## config.mk

```make
export PLATFORM = sky130hd
export DESIGN_NAME = sw_master
export DESIGN_NICKNAME = d
export VERILOG_FILES = /design/src/verilog/sw_master_pkg.sv /design/src/verilog/sw_fifo.sv /design/src/verilog/sw_master.sv
export VERILOG_INCLUDE_DIRS = /design/src /design/src/verilog
export SDC_FILE = /design/constraint.sdc
export NUM_CORES = 1
export LEC_CHECK = 0
export BUFFER_PORTS_ARGS = -buffer_cell sky130_fd_sc_hd__buf_2
export CAP_MARGIN = 20
export CELL_PAD_IN_SITES_DETAIL_PLACEMENT = 1
export CELL_PAD_IN_SITES_GLOBAL_PLACEMENT = 1
export CORE_MARGIN = 2
export CORE_UTILIZATION = 45
export DETAILED_ROUTE_END_ITERATION = 7
export PLACE_DENSITY = 0.72
export SYNTH_ARGS = -nofsm -noshare
export SYNTH_HDL_FRONTEND = slang
export SYNTH_HIERARCHICAL = 1
export SYNTH_SLANG_ARGS = --single-unit
```

## constraint.sdc

```tcl
create_clock -name sys_clk -period 17.9 [get_ports sys_clk]
set_input_delay 3.58 -clock sys_clk [delete_from_list [all_inputs] [get_ports sys_clk]]
set_output_delay 3.58 -clock sys_clk [all_outputs]
set_load 0.05 [all_outputs]
```

## src/verilog/sw_master_map.svh

```systemverilog
`ifndef SW_MASTER_MAP_SVH
`define SW_MASTER_MAP_SVH
`define CLK_MHZ 10
`define RESET_LOW_US 480
`define RESET_LOW_CYC (`RESET_LOW_US * `CLK_MHZ)
`define PRES_WAIT_MAX_US 60
`define PRES_LOW_MAX_US 240
`define PRES_WIN_US 300
`define PRES_WIN_CYC (`PRES_WIN_US * `CLK_MHZ)
`define PRES_SAMPLE_US 70
`define PRES_SAMPLE_CYC (`PRES_SAMPLE_US * `CLK_MHZ)
`define SLOT_US 70
`define SLOT_CYC (`SLOT_US * `CLK_MHZ)
`define REC_US 2
`define REC_CYC (`REC_US * `CLK_MHZ)
`define LOW1_US 6
`define LOW1_CYC (`LOW1_US * `CLK_MHZ)
`define LOW0_US 65
`define LOW0_CYC (`LOW0_US * `CLK_MHZ)
`define RD_SAMPLE_US 12
`define RD_SAMPLE_CYC (`RD_SAMPLE_US * `CLK_MHZ)
`define CMD_READ_ID 8'h33
`define CMD_READ_ID_OLD 8'h0f
`define CMD_SELECT 8'h55
`define CMD_SKIP 8'hcc
`define CMD_SEARCH 8'hf0
`define CRC_POLY_REV 8'h8c
`define ID_BITS 64
`define FIFO_DEPTH 32
`define FIFO_WIDTH 8
`endif

```

## src/verilog/sw_master_pkg.sv

```systemverilog
package sw_master_pkg;
  typedef enum logic [1:0] {
    OP_READ_ID = 2'h0,
    OP_SEARCH = 2'h1,
    OP_SKIP = 2'h2,
    OP_RESET_ONLY = 2'h3
  } op_t;
  typedef logic [7:0] byte_t;
endpackage

```

## src/verilog/sw_fifo.sv

```systemverilog
`timescale 1ns/1ps
`default_nettype none
module sw_fifo #(
  parameter int WIDTH = 8,
  parameter int DEPTH = 32
) (
  input wire logic sys_clk,
  input wire logic rst,
  input wire logic ce,
  input wire logic [WIDTH-1:0] in_data,
  input wire logic in_valid,
  output logic in_ready,
  output logic [WIDTH-1:0] out_data,
  output logic out_valid,
  input wire logic out_ready,
  input wire logic flush
);
  localparam int AW = $clog2(DEPTH);
  logic [WIDTH-1:0] mem_r [DEPTH];
  logic [AW-1:0] wp_r;
  logic [AW-1:0] rp_r;
  logic [AW:0] cnt_r;
  logic push;
  logic pop;
  assign in_ready = (cnt_r != (AW+1)'(DEPTH));
  assign out_valid = (cnt_r != '0);
  assign out_data = mem_r[rp_r];
  assign push = in_valid && in_ready;
  assign pop = out_valid && out_ready;
  always_ff @(posedge sys_clk) begin
    if (ce && push) begin
      mem_r[wp_r] <= in_data;
    end
  end
  always_ff @(posedge sys_clk or posedge rst) begin
    if (rst) begin
      wp_r <= '0;
      rp_r <= '0;
      cnt_r <= '0;
    end else if (ce) begin
      if (flush) begin
        wp_r <= '0;
        rp_r <= '0;
        cnt_r <= '0;
      end else begin
        if (push) wp_r <= wp_r + 1'b1;
        if (pop) rp_r <= rp_r + 1'b1;
        if (push && !pop) cnt_r <= cnt_r + 1'b1;
        else if (pop && !push) cnt_r <= cnt_r - 1'b1;
      end
    end
  end
endmodule // sw_fifo
`default_nettype wire

```

## src/verilog/sw_master.sv

```systemverilog
// Function
// - all bits shifted least significant first
// - master releases line high during pauses
// - reset pulse then presence pulse
// - init, rom command, then data read
// - rom command is exactly eight bits
// - read-id only with single slave attached
// - search: bit, complement, master writes choice
// - master starts every slot except presence
// - reset low at least 480us, then release
// - bit rate at most 16.3 kbit/s
// - each slot starts with master falling edge
// - crc over family and serial only
// - crc poly x8+x5+x4+1, zero start, lsb first
`include "sw_master_map.svh"
`timescale 1ns/1ps
`default_nettype none
module sw_master (
  input wire logic sys_clk,
  input wire logic rst,
  input wire logic ce,
  input wire logic start,
  input wire sw_master_pkg::op_t op,
  input wire logic [63:0] search_path,
  output logic busy,
  output logic done_r,
  output logic presence_r,
  output logic crc_ok_r,
  output logic [63:0] id_r,
  output logic [7:0] rx_data,
  output logic rx_valid,
  input wire logic rx_ready,
  input wire logic line_in,
  output logic line_out,
  output logic line_oe
);
  import sw_master_pkg::*;
  // ==========================================================
  // crc
  function automatic byte_t crc_step(input byte_t c, input logic b);
    byte_t n;
    n = c >> 1;
    if (c[0] ^ b) n = n ^ `CRC_POLY_REV;
    return n;
  endfunction
  // ==========================================================
  // state
  typedef enum logic [8:0] {
    S_IDLE = 9'h001,
    S_RST_LOW = 9'h002,
    S_PRES = 9'h004,
    S_CMD = 9'h008,
    S_READ = 9'h010,
    S_SRCH_A = 9'h020,
    S_SRCH_B = 9'h040,
    S_SRCH_W = 9'h080,
    S_DONE = 9'h100
  } state_t;
  typedef enum logic [1:0] {
    K_W0 = 2'h0,
    K_W1 = 2'h1,
    K_RD = 2'h2
  } slot_t;
  state_t state_r;
  op_t op_r;
  logic [15:0] tmr_r;
  logic [6:0] bit_r;
  logic [7:0] cmd_r;
  logic [63:0] path_r;
  byte_t crc_r;
  logic first_r;
  logic slot_go_r;
  slot_t slot_kind_r;
  logic slot_busy_r;
  logic [15:0] slot_t_r;
  logic slot_smp_r;
  logic slot_done;
  logic pres_seen_r;
  logic bit_a_r;
  logic pull_r;
  logic fifo_ready;
  logic [7:0] byte_sr_r;
  logic push_r;
  logic stall;
  logic cur_bit;
  assign busy = (state_r != S_IDLE);
  assign line_out = 1'b0;
  assign line_oe = pull_r;
  assign stall = push_r && !fifo_ready;
  assign slot_done = slot_busy_r && (slot_t_r == 16'(`SLOT_CYC + `REC_CYC - 1));
  // ==========================================================
  // slot engine: master always opens the slot by pulling low
  always_ff @(posedge sys_clk or posedge rst) begin
    if (rst) begin
      slot_busy_r <= 1'b0;
      slot_t_r <= '0;
      slot_smp_r <= 1'b0;
    end else if (ce) begin
      if (slot_go_r && !slot_busy_r && !stall) begin
        slot_busy_r <= 1'b1;
        slot_t_r <= '0;
      end else if (slot_busy_r) begin
        slot_t_r <= slot_t_r + 16'h0001;
        if (slot_t_r == 16'(`RD_SAMPLE_CYC)) slot_smp_r <= line_in;
        if (slot_done) slot_busy_r <= 1'b0;
      end
    end
  end
  // pull low only; pullup makes the high level, slots spaced to 72us
  always_comb begin
    pull_r = 1'b0;
    if (state_r == S_RST_LOW) pull_r = 1'b1;
    else if (slot_busy_r) begin
      unique case (slot_kind_r)
        K_W0: pull_r = (slot_t_r < 16'(`LOW0_CYC));
        K_W1: pull_r = (slot_t_r < 16'(`LOW1_CYC));
        K_RD: pull_r = (slot_t_r < 16'(`CLK_MHZ));
        default: pull_r = 1'b0;
      endcase
    end
  end
  // ==========================================================
  // transaction sequencer
  always_comb begin
    unique case (state_r)
      S_CMD: cur_bit = cmd_r[bit_r[2:0]];
      S_SRCH_W: cur_bit = path_r[bit_r[5:0]];
      default: cur_bit = 1'b0;
    endcase
  end
  always_ff @(posedge sys_clk or posedge rst) begin
    if (rst) begin
      state_r <= S_IDLE;
      op_r <= OP_RESET_ONLY;
      tmr_r <= '0;
      bit_r <= '0;
      cmd_r <= '0;
      path_r <= '0;
      slot_go_r <= 1'b0;
      slot_kind_r <= K_RD;
      first_r <= 1'b0;
      pres_seen_r <= 1'b0;
      bit_a_r <= 1'b0;
      done_r <= 1'b0;
      presence_r <= 1'b0;
    end else if (ce && !stall) begin
      slot_go_r <= 1'b0;
      done_r <= 1'b0;
      unique case (state_r)
        S_IDLE: begin
          if (start) begin
            op_r <= op;
            path_r <= search_path;
            state_r <= S_RST_LOW;
            tmr_r <= '0;
          end
        end
        S_RST_LOW: begin
          tmr_r <= tmr_r + 16'h0001;
          if (tmr_r == 16'(`RESET_LOW_CYC - 1)) begin
            state_r <= S_PRES;
            tmr_r <= '0;
            pres_seen_r <= 1'b0;
          end
        end
        S_PRES: begin
          tmr_r <= tmr_r + 16'h0001;
          if (tmr_r == 16'(`PRES_SAMPLE_CYC) && !line_in) pres_seen_r <= 1'b1;
          if (tmr_r == 16'(`PRES_WIN_CYC - 1)) begin
            presence_r <= pres_seen_r;
            bit_r <= '0;
            first_r <= 1'b1;
            unique case (op_r)
              OP_READ_ID: cmd_r <= `CMD_READ_ID;
              OP_SEARCH: cmd_r <= `CMD_SEARCH;
              OP_SKIP: cmd_r <= `CMD_SKIP;
              default: cmd_r <= '0;
            endcase
            if (pres_seen_r && op_r != OP_RESET_ONLY) state_r <= S_CMD;
            else state_r <= S_DONE;
          end
        end
        S_CMD: begin
          if (first_r || slot_done) begin
            if (!first_r && bit_r == 7'd7) begin
              bit_r <= '0;
              first_r <= 1'b1;
              unique case (op_r)
                OP_READ_ID: state_r <= S_READ;
                OP_SEARCH: state_r <= S_SRCH_A;
                default: state_r <= S_DONE;
              endcase
            end else begin
              if (!first_r) bit_r <= bit_r + 7'd1;
              first_r <= 1'b0;
              slot_go_r <= 1'b1;
              slot_kind_r <= cmd_r[first_r ? 3'd0 : 3'(bit_r + 7'd1)] ? K_W1 : K_W0;
            end
          end
        end
        S_READ: begin
          if (first_r || slot_done) begin
            if (!first_r) bit_r <= bit_r + 7'd1;
            first_r <= 1'b0;
            if (!first_r && bit_r == 7'(`ID_BITS - 1)) state_r <= S_DONE;
            else begin
              slot_go_r <= 1'b1;
              slot_kind_r <= K_RD;
            end
          end
        end
        S_SRCH_A: begin
          if (first_r) begin
            first_r <= 1'b0;
            slot_go_r <= 1'b1;
            slot_kind_r <= K_RD;
          end else if (slot_done) begin
            bit_a_r <= slot_smp_r;
            state_r <= S_SRCH_B;
            slot_go_r <= 1'b1;
          end
        end
        S_SRCH_B: begin
          if (slot_done) begin
            // both high: no slave left on the bus
            if (bit_a_r && slot_smp_r) state_r <= S_DONE;
            else begin
              if (bit_a_r != slot_smp_r) path_r[bit_r[5:0]] <= bit_a_r;
              state_r <= S_SRCH_W;
              first_r <= 1'b1;
            end
          end
        end
        S_SRCH_W: begin
          if (first_r) begin
            first_r <= 1'b0;
            slot_go_r <= 1'b1;
            slot_kind_r <= cur_bit ? K_W1 : K_W0;
          end else if (slot_done) begin
            if (bit_r == 7'(`ID_BITS - 1)) state_r <= S_DONE;
            else begin
              bit_r <= bit_r + 7'd1;
              state_r <= S_SRCH_A;
              first_r <= 1'b1;
            end
          end
        end
        S_DONE: begin
          done_r <= 1'b1;
          state_r <= S_IDLE;
        end
        default: state_r <= S_IDLE;
      endcase
    end
  end
  // ==========================================================
  // identity capture, crc, byte stream out
  always_ff @(posedge sys_clk or posedge rst) begin
    if (rst) begin
      id_r <= '0;
      crc_r <= '0;
      crc_ok_r <= 1'b0;
      byte_sr_r <= '0;
      push_r <= 1'b0;
    end else if (ce) begin
      if (push_r && fifo_ready) push_r <= 1'b0;
      if (state_r == S_PRES) begin
        crc_r <= '0;
        crc_ok_r <= 1'b0;
      end
      if (!stall && slot_done && (state_r == S_READ || state_r == S_SRCH_W)) begin
        // search stores the written bit, which is the found identity bit
        id_r[bit_r[5:0]] <= (state_r == S_READ) ? slot_smp_r : cur_bit;
        byte_sr_r <= {((state_r == S_READ) ? slot_smp_r : cur_bit), byte_sr_r[7:1]};
        if (bit_r[2:0] == 3'd7) push_r <= 1'b1;
        if (bit_r < 7'd56) begin
          crc_r <= crc_step(crc_r, (state_r == S_READ) ? slot_smp_r : cur_bit);
        end else if (bit_r == 7'(`ID_BITS - 1)) begin
          crc_ok_r <= (crc_r == {((state_r == S_READ) ? slot_smp_r : cur_bit),
                                 byte_sr_r[7:1]});
        end
      end
    end
  end
  // bytes wait here so a slow consumer stalls the next slot, not loses data
  sw_fifo #(.WIDTH(`FIFO_WIDTH), .DEPTH(`FIFO_DEPTH)) u_fifo (
    .sys_clk(sys_clk),
    .rst(rst),
    .ce(ce),
    .in_data(byte_sr_r),
    .in_valid(push_r),
    .in_ready(fifo_ready),
    .out_data(rx_data),
    .out_valid(rx_valid),
    .out_ready(rx_ready),
    .flush(1'b0)
  );
endmodule // sw_master
`default_nettype wire

```

==> results.rst, run 1 <==
.. list-table::
   :header-rows: 1

   * - Metric
     - Value
   * - Vias in the first global route
     - 16600
   * - Total die area
     - 51500 um^2
   * - Total power per unit cell area
     - about 120 nW/um^2
   * - Number of vias per cell
     - 5.92
   * - Placed standard-cell area
     - 23600 um^2
   * - Final Total Pwr
     - 2970 uW
   * - Leading cell type in the layout, fill and taps excluded
     - sky130_fd_sc_hd__nand2_1
   * - Cell count after synthesis
     - about 1900
   * - Sequential cell area in the final layout
     - 13400 um^2
   * - Clock Path Buffers
     - 3
   * - DR vias
     - 15900
   * - Number of failing setup endpoints in the final timing report
     - 0
   * - Worst Skew
     - 0.0235 ns
   * - Fin Setup TNS
     - 0 ns
   * - Syn Area/Cell
     - about 12 um^2
   * - Number of nets with antenna violations after detailed routing
     - 0
   * - Number of ports placed on the die boundary
     - between 150 and 200
   * - Commonest cells after routing, fill and taps aside
     - 277 x sky130_fd_sc_hd__nand2_1, 256 x sky130_fd_sc_hd__edfxtp_1, 220 x sky130_fd_sc_hd__dfrtp_1
   * - Number of sinks on the clock net
     - 482
   * - First drt pass iteration count
     - 5
   * - Tmin final
     - approximately 7.4 ns
   * - Count of flip-flops with a built-in enable after synthesis
     - between 200 and 300
   * - Count of warnings emitted by yosys
     - 6
   * - Result of the run
     - complete, no violations
   * - GR Util met3
     - 5.14%
   * - Critical path launch point type
     - register
   * - Global Route Usage Sum
     - 24.9%
   * - CTS tree
     - built
   * - Multi-input combinational cell area
     - 8390 um^2
   * - GR Util met1
     - 32.5%
   * - Max VDD drop
     - between 80 and 90 uV
   * - Iter 0 DRT Violations
     - 1118
   * - Initial antenna violation count
     - 12
   * - Number of register bits inferred by synthesis
     - 482
   * - CTS Buf Count
     - 51
   * - Maximum clock frequency
     - 136 MHz
   * - Worst endpoint data arrival time
     - 3.78 ns
   * - Residual DRC
     - 0
   * - Port-buffer cells
     - ~150
   * - H-Tree Depth
     - 2
   * - Reg clk slew, reported paths
     - 0.06 ns
   * - Filler Cells Inserted
     - 5136
   * - Post-CTS repair timing setup buffer count
     - 0
   * - Start point of the critical path
     - u_fifo/rp_r[0]
   * - Routed len/inst
     - 23.9 um
   * - Final GP Congestion
     - just over 0.8
   * - Hold violation total from the final report
     - 0
   * - Proportion of synthesized chip area in sequential cells
     - roughly three fifths
   * - Final instance area
     - approximately 26000 um^2
   * - Post-Route WL
     - about 64 mm
   * - Worst setup timing slack at the placement stage
     - 11.07 ns
   * - Main synth FF type
     - sky130_fd_sc_hd__edfxtp_1
   * - Chip width
     - 227 um
   * - Peak-usage layer in the global routing report
     - met2
   * - Core Rows
     - slightly above 80
   * - Maxcap violations
     - 0
   * - Number of gates given a new drive strength after cts
     - 0
   * - CP Class
     - reg2out
   * - R2r startpoint
     - state_r[3]
   * - Area of the core region
     - 49100 um^2
   * - Leakage power
     - 0.0103 uW
   * - Final critical-path setup slack
     - between 10 and 15 ns
   * - Worst Path Max Fanout
     - 51
   * - Max-slew headroom at the worst pin
     - 19.5%
   * - Total gr overflow
     - 0
   * - Number of library cell types mapped by synthesis
     - 86
   * - Share of synthesized flip-flops with an asynchronous set or reset
     - 46.9%
   * - Effective utilization at floorplan
     - 45.6%
   * - Post-layout net count
     - between 2000 and 2500
   * - Maximum number of pins on one net before global-route repair
     - around 100
   * - Cell area after technology mapping
     - ~22000 um^2
   * - Hold Startpoint
     - id_r[62]
   * - Slew Viols, Final
     - 0
   * - First-pass GRT wire length
     - 97.8 mm
   * - Met2 track demand over resource in global routing
     - 43.0%
   * - Half-perimeter wire length after detailed placement
     - a little over 40 mm
   * - Required time of the worst setup path
     - 14.32 ns
   * - Setup repair after global routing missed its margin
     - false
   * - CTS Hold Buffers Added
     - 0
   * - Clock root buffer master
     - sky130_fd_sc_hd__clkbuf_16
   * - Clock latency on the worst-skew pair
     - 0.60 ns
   * - HP Class
     - reg2reg
   * - Fraction of final layout cells sized beyond drive strength 1
     - 20.8%
   * - Capturing element type of the critical path
     - output pin
   * - Area delta synth->final
     - 15.0%
   * - DIE HEIGHT
     - roughly 230 um
   * - Period utilisation layout
     - ~41%
   * - Worst-margin pin slew
     - 1.20 ns
-- final timing paths --
path | endpoint | cells past startpoint | slack (ns)
worst min register to register | id_r[62] | 2 | 0.47
min in group asynchronous | slot_t_r[15] | 2 | 3.05
worst max register to register | path_r[10] | 9 | 13.80
max in group asynchronous | path_r[10] | 3 | 13.32
worst min-delay path | id_r[62] | 2 | 0.47
worst max-delay path | rx_data[6] | 5 | 10.54
-- cell usage after synthesis (23+ instances only) --
library cell,instances,area (um^2)
sky130_fd_sc_hd__a21oi_1,147,736
sky130_fd_sc_hd__clkbuf_1,81,304
sky130_fd_sc_hd__dfrtp_1,222,5560
sky130_fd_sc_hd__edfxtp_1,256,7690
sky130_fd_sc_hd__inv_1,26,97.6
sky130_fd_sc_hd__mux2_2,23,259
sky130_fd_sc_hd__mux4_2,85,1910
sky130_fd_sc_hd__nand2_1,277,1040
sky130_fd_sc_hd__nand3_1,90,450
sky130_fd_sc_hd__nor2_1,90,338
sky130_fd_sc_hd__o21ai_0,105,526
sky130_fd_sc_hd__o22ai_1,65,407
sky130_fd_sc_hd__xor2_1,29,254
-- report_power, final --
| group | total (uW) | internal, uW | switching (uW) |
|---|---|---|---|
| sequential | 1350 | 1260 | 90.8 |
| combinational | 488 | 201 | 287 |
| clock | 1130 | 685 | 449 |
| total | 2970 | 2150 | 826 |
-- layer usage --
metal | vias to the layer above | part of all wire (%) | routed length (um)
li1 | 7144 | - | -
met1 | 8216 | 41 | 26400
met2 | 387 | 51 | 32600
met3 | 92 | 5.7 | 3630
met4 | 20 | 1.9 | 1240
met5 | - | 0.20 | 130
-- critical path, stage by stage (launching register included) --
cell                      delay [ns]
sky130_fd_sc_hd__dfrtp_4        0.64
sky130_fd_sc_hd__buf_4          0.83
sky130_fd_sc_hd__mux4_2         0.61
sky130_fd_sc_hd__mux4_2         0.52
sky130_fd_sc_hd__mux2_2         0.31
sky130_fd_sc_hd__buf_2          0.22
-- through the flow --
step,util (%),hold slack (ns),std cells
6_report,52.4,0.472,2681
5_1_grt,52.4,0.507,2681
4_1_cts,51.8,0.478,2658
3_5_place_dp,48.1,0.464,2563
3_3_place_gp,48.1,0.460,2563
2_1_floorplan,-,0.466,1856
-- flip-flops by register name, summed over array words and instances, names as in the netlist, 7 cells and up --
signal and cells:
u_fifo/mem_r 256, id_r 64, path_r 64, slot_t_r 16, tmr_r 16, state_r 9, byte_sr_r 8, crc_r 8
bit_r 7
-- final cells by class --
type | instances | share of cell area (%)
Tap cell | 664 | 3.23
Timing Repair Buffer | 195 | 4.82
Sequential cell | 482 | 51.9
Antenna cell | 2 | 0.0195
Multi-Input combinational cell | 1217 | 32.6
Clock buffer | 81 | 6.07
Inverter | 26 | 0.409
Clock inverter | 14 | 0.929
-- cell families (layout without fill, tap and decap cells) --
group / count (synthesis) / in the layout / synth area share, %
AO/OA/AOI/OAI: 418 / 418 / 11.1
XOR/XNOR: 37 / 37 / 1.45
adder cells (fa/ha/maj): 23 / 23 / 1.32
buffers and inverters: 157 / 316 / 3.07
flip-flops: 482 / 482 / 59.7
multiplexers: 123 / 123 / 10.5
other: 1 / 8 / 0.0168
AND/OR/NAND/NOR: 610 / 610 / 12.9
No activity file was read; power rests on OpenSTA's default activity.
==> run 2: changes to the inputs <==
ABC_AREA = 1   (was default)
PLACE_DENSITY = 0.75   (was 0.72)
clock period = 7.47 ns   (was 17.9 ns; I/O delays follow)
==> results.rst, run 2 <==
.. list-table::
   :header-rows: 1

   * - Metric
     - Value
   * - Post-layout net count
     - 2722
   * - Syn Area/Cell
     - 9.30 um^2
   * - Area delta synth->final
     - 12.2%
   * - Clock latency on the worst-skew pair
     - approximately 0.62 ns
   * - Setup repair after global routing missed its margin
     - false
   * - Number of ports placed on the die boundary
     - 151
   * - Number of gates given a new drive strength after cts
     - 0
   * - Clock Path Buffers
     - 3
   * - Worst endpoint data arrival time
     - 3.97 ns
   * - Total power per unit cell area
     - 291 nW/um^2
   * - Post-Route WL
     - 71.9 mm
   * - Clock root buffer master
     - sky130_fd_sc_hd__clkbuf_16
   * - Residual DRC
     - 0
   * - Critical path launch point type
     - register
   * - Fraction of final layout cells sized beyond drive strength 1
     - around an eighth
   * - Leakage power
     - 0.0115 uW
   * - Half-perimeter wire length after detailed placement
     - roughly 47 mm
   * - Core Rows
     - 83
   * - Post-synthesis simple-gate area fraction
     - between 10% and 20%
   * - Iter 0 DRT Violations
     - 1343
   * - Worst setup timing slack at the placement stage
     - 2.67 ns
   * - Number of sinks on the clock net
     - 482
   * - R2r startpoint
     - u_fifo/cnt_r[5]
   * - Post-Place Cells
     - 3250
   * - Registers with the most flip-flops
     - u_fifo/mem_r: 256 flops, id_r: 64 flops, path_r: 64 flops
   * - Count of placed standard cells in the final layout, fillers left out
     - 3351
   * - CP Class
     - reg2out
   * - Total gr overflow
     - 0
   * - HP Class
     - reg2reg
   * - Cells along the critical path
     - clkinv_2, buf_4, nand2_1, nand3_1, nand3_1, nand2_1, a21oi_1, nand2_1, nand2_1, inv_1, buf_2
   * - Biggest cell delay along the critical path
     - 0.86 ns
   * - Start point of the critical path
     - u_fifo/rp_r[0]
   * - First-pass GRT wire length
     - about 110 mm
   * - First drt pass iteration count
     - 5
   * - Reg clk slew, reported paths
     - 0.06 ns
   * - Maximum clock frequency
     - approximately 180 MHz
   * - Worst-margin pin slew
     - 1.06 ns
   * - Chip width
     - 232 um
   * - Area of the core region
     - 51400 um^2
   * - Filler Cells Inserted
     - 5890
   * - Mux cell area share after synthesis
     - 0.192%
   * - Slew Viols, Final
     - 0
   * - Share of synthesized flip-flops with an asynchronous set or reset
     - between 40% and 50%
   * - Commonest cells after routing, fill and taps aside
     - 402 x sky130_fd_sc_hd__nor2_1, 368 x sky130_fd_sc_hd__nand2_1, 256 x sky130_fd_sc_hd__edfxtp_1
   * - H-Tree Depth
     - 2
   * - Final instance area
     - 26300 um^2
   * - Cell area after technology mapping
     - about 23000 um^2
   * - Worst Path Max Fanout
     - 72
   * - Capturing element type of the critical path
     - output pin
   * - Combinational family with the most area after synthesis
     - simple AND/OR/NAND/NOR gates
   * - Post-CTS repair timing setup buffer count
     - 0
   * - Routed len/inst
     - 21.5 um
   * - CTS Hold Buffers Added
     - 0
   * - Most Frequent Cell on Critical Path
     - sky130_fd_sc_hd__nand2_1
   * - Hold violation total from the final report
     - 0
   * - Post-synthesis adder-cell area fraction
     - approximately 1.3%
   * - Maxcap violations
     - 0
   * - Most area-hungry cell type in the Yosys netlist
     - sky130_fd_sc_hd__edfxtp_1
   * - Global Route Usage Sum
     - 26.8%
   * - Main synth FF type
     - sky130_fd_sc_hd__edfxtp_1
   * - Number of nets with antenna violations after detailed routing
     - 0
   * - Number of flip-flops in the largest register
     - 256
   * - CTS tree
     - built
   * - Placed standard-cell area
     - around 25000 um^2
   * - Number of library cell types mapped by synthesis
     - 63
   * - Share of the synthesized area in the top cell type
     - 32.8%
   * - Fraction of the mapped netlist area in compound gates
     - between 10% and 20%
   * - Fin Setup TNS
     - 0 ns
   * - Initial antenna violation count
     - 5
   * - Number of vias per cell
     - 5.71
   * - DR vias
     - 19100
   * - Total die area
     - 53900 um^2
   * - Proportion of synthesized chip area in sequential cells
     - 57.0%
   * - Max VDD drop
     - 149 uV
   * - Tmin final
     - 5.47 ns
   * - Final GP Congestion
     - approximately 0.88
   * - Period utilisation layout
     - 73.2%
   * - Max-slew headroom at the worst pin
     - 29.6%
   * - Hold Startpoint
     - tmr_r[4]
   * - Required time of the worst setup path
     - 5.98 ns
   * - Crit path max-delay cell type
     - sky130_fd_sc_hd__clkinv_2
   * - Worst Skew
     - 0.0148 ns
   * - Synth cell count leaders
     - 402 x sky130_fd_sc_hd__nor2_1, 368 x sky130_fd_sc_hd__nand2_1, 256 x sky130_fd_sc_hd__edfxtp_1
   * - Port-buffer cells
     - around 150
   * - Number of failing setup endpoints in the final timing report
     - 0
   * - Number of buffer and inverter instances along the worst setup path
     - 4
   * - Effective utilization at floorplan
     - 45.6%
   * - Top-count cell post-synth
     - sky130_fd_sc_hd__nor2_1
   * - Maximum number of pins on one net before global-route repair
     - 135
   * - Gate family responsible for the most delay along the worst path
     - buffers and inverters
   * - CTS Buf Count
     - 52
   * - Vias in the first global route
     - roughly 20000
   * - DIE HEIGHT
     - 232 um
   * - Result of the run
     - complete, no violations
   * - Number of register bits inferred by synthesis
     - 482
   * - Leading cell type in the layout, fill and taps excluded
     - sky130_fd_sc_hd__nor2_1
   * - XOR/XNOR share of the synthesized area
     - 0.449%
   * - Top register by number of flip-flops
     - u_fifo/mem_r
   * - Count of warnings emitted by yosys
     - 6
   * - Final critical-path setup slack
     - 2.00 ns
   * - Top post-synthesis cells by area
     - sky130_fd_sc_hd__edfxtp_1 33%, sky130_fd_sc_hd__dfrtp_1 24%, sky130_fd_sc_hd__nor2_1 6.4%, sky130_fd_sc_hd__nand2_1 5.9%, sky130_fd_sc_hd__o21ai_0 5.1%
   * - Cell count after synthesis
     - between 2000 and 3000
   * - Count of flip-flops with a built-in enable after synthesis
     - 256
[run 2: cell types whose count changed after synthesis, sizes merged, moves of 51 or more]
cell   delta
a22oi    +62
a31oi    +65
inv     +183
mux4     -86
nand2   +106
nand3    +75
nor2    +331
o21ai   +175
o22ai    -51
[run 2: worst paths after layout]
path / endpoint / slack (ns) / depth (start not counted)
max: rx_data[7] / 2.00 / 11
min: tmr_r[4] / 0.49 / 1
max reg2reg: id_r[31] / 4.30 / 10
min reg2reg: tmr_r[4] / 0.49 / 1
max in group asynchronous: op_r[1] / 5.21 / 4
min in group asynchronous: u_fifo/cnt_r[4] / 1.03 / 2
[run 2: kinds of logic (layout without fill, tap and decap cells)]
kind of cell | after synthesis | count (layout)
simple gates | 1036 | 1036
compound gates | 625 | 625
flops | 482 | 482
buf+inv | 336 | 482
fa+ha+maj | 23 | 23
xor+xnor | 12 | 12
mux | 4 | 4
other cells | 1 | 7
[run 2: cell type report]
cell class	count	area [um^2]	area share, %
clock buffers	75	1480	5.63
well taps	680	851	3.24
inverters	213	810	3.08
flip-flops and latches	482	13400	50.8
multi-input cells	1705	8610	32.8
diodes	2	5.00	0.0190
repair buffers	173	982	3.74
clock inverters	21	185	0.705
[run 2: layer usage]
metal	up-vias	routed length [um]	global-route usage, %
met3	140	3920	5.18
met1	9564	30200	34.4
met5	-	38	0
li1	8915	-	-
met4	6	2280	9.27
met2	499	35400	45.3
[run 2: report_power, final]
group	switching, uW	internal (uW)
clock	1100	1450
sequential	125	2860
combinational	1520	577
[run 2: metrics by stage]
| stage | power, uW | utilization, % | hold slack, ns |
|---|---|---|---|
| after floorplan | 4560 | - | 0.453 |
| after global placement | 5040 | 47.7 | 0.474 |
| after detailed placement | 5120 | 47.7 | 0.475 |
| after CTS | 7690 | 51.0 | 0.490 |
| after global routing | 8020 | 51.1 | 0.504 |
| final | 7640 | 51.1 | 0.493 |
[run 2: worst register-to-register path, delay by kind of cell, from the launching register on]
family                 cells  cell delay [ns]
AOI/OAI and AO/OA          2             0.40
buffers and inverters      3             1.02
DFF                        1             0.41
and+or+nand+nor            5             1.25
==> run 3: changes to the inputs <==
CORE_UTILIZATION = 43   (was 45)
clock period = 4.7 ns   (was 7.47 ns; I/O delays follow)
==> results.rst, run 3 (same netlist as run 2, synthesis figures left out) <==
.. list-table::
   :header-rows: 1

   * - Metric
     - Value
   * - Result of the run
     - complete, no violations
   * - Worst Path Max Fanout
     - 35
   * - Max-slew headroom at the worst pin
     - 25.0%
   * - First drt pass iteration count
     - 5
   * - H-Tree Depth
     - 2
   * - Highest layer used for signal routing
     - met5
   * - Period utilisation layout
     - 85.7%
   * - Maxcap violations
     - 0
   * - Commonest cells after routing, fill and taps aside
     - 402 x sky130_fd_sc_hd__nor2_1, 368 x sky130_fd_sc_hd__nand2_1, 256 x sky130_fd_sc_hd__edfxtp_1
   * - Initial antenna violation count
     - 4
   * - Count of placed standard cells in the final layout, fillers left out
     - 3376
   * - Total gr overflow
     - 0
   * - Fin Setup TNS
     - 0 ns
   * - CTS tree
     - built
   * - Required time of the worst setup path
     - 3.76 ns
   * - Vias in the first global route
     - about 20000
   * - Number of vias per cell
     - 5.70
   * - Start point of the critical path
     - u_fifo/rp_r[0]
   * - Port-buffer cells
     - between 100 and 150
   * - Detailed route wirelength on metal2
     - 34.9 mm
   * - CTS Hold Buffers Added
     - 0
   * - Relative contribution of the clock network to total power
     - between 30 and 40%
   * - Hold violation total from the final report
     - 0
   * - Reg2reg path depth
     - 13
   * - Post-CTS repair timing setup buffer count
     - 0
   * - Area delta synth->final
     - 12.8%
   * - Worst Setup EP
     - rx_data[0]
   * - Critical path launch point type
     - register
   * - CTS Buf Count
     - between 50 and 60
   * - Top register by number of flip-flops
     - u_fifo/mem_r
   * - Reg power frac
     - 37.9%
   * - Number of gates given a new drive strength after cts
     - 0
   * - Worst endpoint data arrival time
     - 3.09 ns
   * - Combinational Power Share
     - around 28%
   * - Final GP Congestion
     - 0.838
   * - R2r startpoint
     - bit_r[0]
   * - Final critical-path setup slack
     - 0.670 ns
   * - Tmin final
     - slightly above 4 ns
   * - Number of nets with antenna violations after detailed routing
     - 0
   * - Met1 WL
     - 31.6 mm
   * - Routed len/inst
     - 21.3 um
   * - Leading cell type in the layout, fill and taps excluded
     - sky130_fd_sc_hd__nor2_1
   * - Core Rows
     - 85
   * - DIE HEIGHT
     - approximately 240 um
   * - Setup repair after global routing missed its margin
     - false
   * - Total power per unit cell area
     - 467 nW/um^2
   * - Capturing element type of the critical path
     - output pin
   * - Global Route Usage Sum
     - 25.7%
   * - Iter 0 DRT Violations
     - 1353
   * - Worst Skew
     - 0.0171 ns
   * - Chip width
     - roughly 240 um
   * - Slew Viols, Final
     - 0
   * - First-pass GRT wire length
     - 114 mm
   * - Clock Path Buffers
     - 3
   * - Post-layout net count
     - 2729
   * - Max VDD drop
     - 315 uV
   * - Post-Place Cells
     - between 3000 and 4000
   * - Worst-margin pin slew
     - 1.13 ns
   * - Reg clk slew, reported paths
     - 0.06 ns
   * - Clock root buffer master
     - sky130_fd_sc_hd__clkbuf_16
   * - Post-Route WL
     - 72.1 mm
   * - DR vias
     - about 19000
   * - Worst setup timing slack at the placement stage
     - roughly 1.3 ns
   * - Internal power
     - 7940 uW
   * - Registers with the most flip-flops
     - u_fifo/mem_r: 256 flops, id_r: 64 flops, path_r: 64 flops
   * - Area of the core region
     - 53800 um^2
   * - HP Class
     - in2async
   * - Maximum clock frequency
     - 248 MHz
   * - DR WL met3
     - around 3.1 mm
   * - Leakage power
     - 0.0116 uW
   * - Half-perimeter wire length after detailed placement
     - about 48 mm
   * - R2r endpoint
     - id_r[13]
   * - Effective utilization at floorplan
     - between 40% and 50%
   * - Clock latency on the worst-skew pair
     - 0.61 ns
   * - Switching share of total power
     - 35.7%
   * - Total die area
     - about 56000 um^2
   * - Fraction of final layout cells sized beyond drive strength 1
     - 13.5%
   * - Maximum number of pins on one net before global-route repair
     - 131
   * - Residual DRC
     - 0
   * - Number of ports placed on the die boundary
     - roughly 150
   * - Worst R2R Setup Slack
     - about 1.6 ns
   * - Number of flip-flops in the largest register
     - 256
   * - Switching pwr
     - ~4400 uW
   * - CP Class
     - reg2out
   * - Number of sinks on the clock net
     - about 480
   * - Number of failing setup endpoints in the final timing report
     - 0
-- run 3: cell types whose count changed in the layout (fill, tap and decap cells not counted), sizes merged --
cell and change:
inv -2, bufinv +1, buf +7, diode +1, clkinvlp +1, clkinv -5, clkbuf +6
-- run 3: worst max-delay path, cell delays in order (launching register included) --
cell and delay [ns]:
sky130_fd_sc_hd__dfrtp_4 0.43, sky130_fd_sc_hd__clkinv_2 0.43, sky130_fd_sc_hd__buf_4 0.44, sky130_fd_sc_hd__o21ai_0 0.33, sky130_fd_sc_hd__o211ai_1 0.21, sky130_fd_sc_hd__nand3_1 0.20, sky130_fd_sc_hd__nand2_1 0.08, sky130_fd_sc_hd__nand2_1 0.07
sky130_fd_sc_hd__inv_1 0.05, sky130_fd_sc_hd__buf_2 0.20
-- run 3: power by group through the flow --
stage          Clock (uW)  Combinational (uW)  Sequential [uW]
2_1_floorplan           0                2530             4710
3_3_place_gp            0                3320             4750
3_5_place_dp            0                3440             4760
4_1_cts              4290                3460             4680
5_1_grt              4470                3810             4700
6_report             4210                3460             4680
-- run 3: worst min-delay path by stage --
stage,start,endpoint,slack (ns),cells after the start
2_1_floorplan,cmd_r[1],cmd_r[1],0.45,2
3_3_place_gp,presence_r,presence_r,0.47,2
3_5_place_dp,cmd_r[1],cmd_r[1],0.48,2
4_1_cts,rst,crc_r[1],0.31,2
5_1_grt,rst,crc_r[1],0.35,2
6_report,rst,crc_r[1],0.33,2
-- run 3: metrics by stage --
stage | util, % | total power [uW] | hold WS, ns | area [um^2]
after global placement | 45.8 | 8070 | 0.474 | 24700
after floorplan | - | 7240 | 0.453 | 23400
after CTS | 49.1 | 12400 | 0.315 | 26400
after detailed placement | 45.8 | 8200 | 0.480 | 24700
final | 49.1 | 12400 | 0.328 | 26400
after global routing | 49.1 | 13000 | 0.349 | 26400
-- run 3: layout make-up --
cell class | instances | area, um^2
multi-input combinational | 1705 | 8610
timing repair buffer | 180 | 1030
inverter | 213 | 806
clock buffer | 81 | 1560
clock inverter | 16 | 199
sequential | 482 | 13400
antenna | 3 | 7.51
fill | 6166 | 27400
tap | 696 | 871
-- run 3: metal layers --
metal	vias to the layer above	track usage [%]
met4	2	9.26
met2	438	43.6
li1	8926	-
met1	9738	33.8
met3	129	3.44
met5	-	0
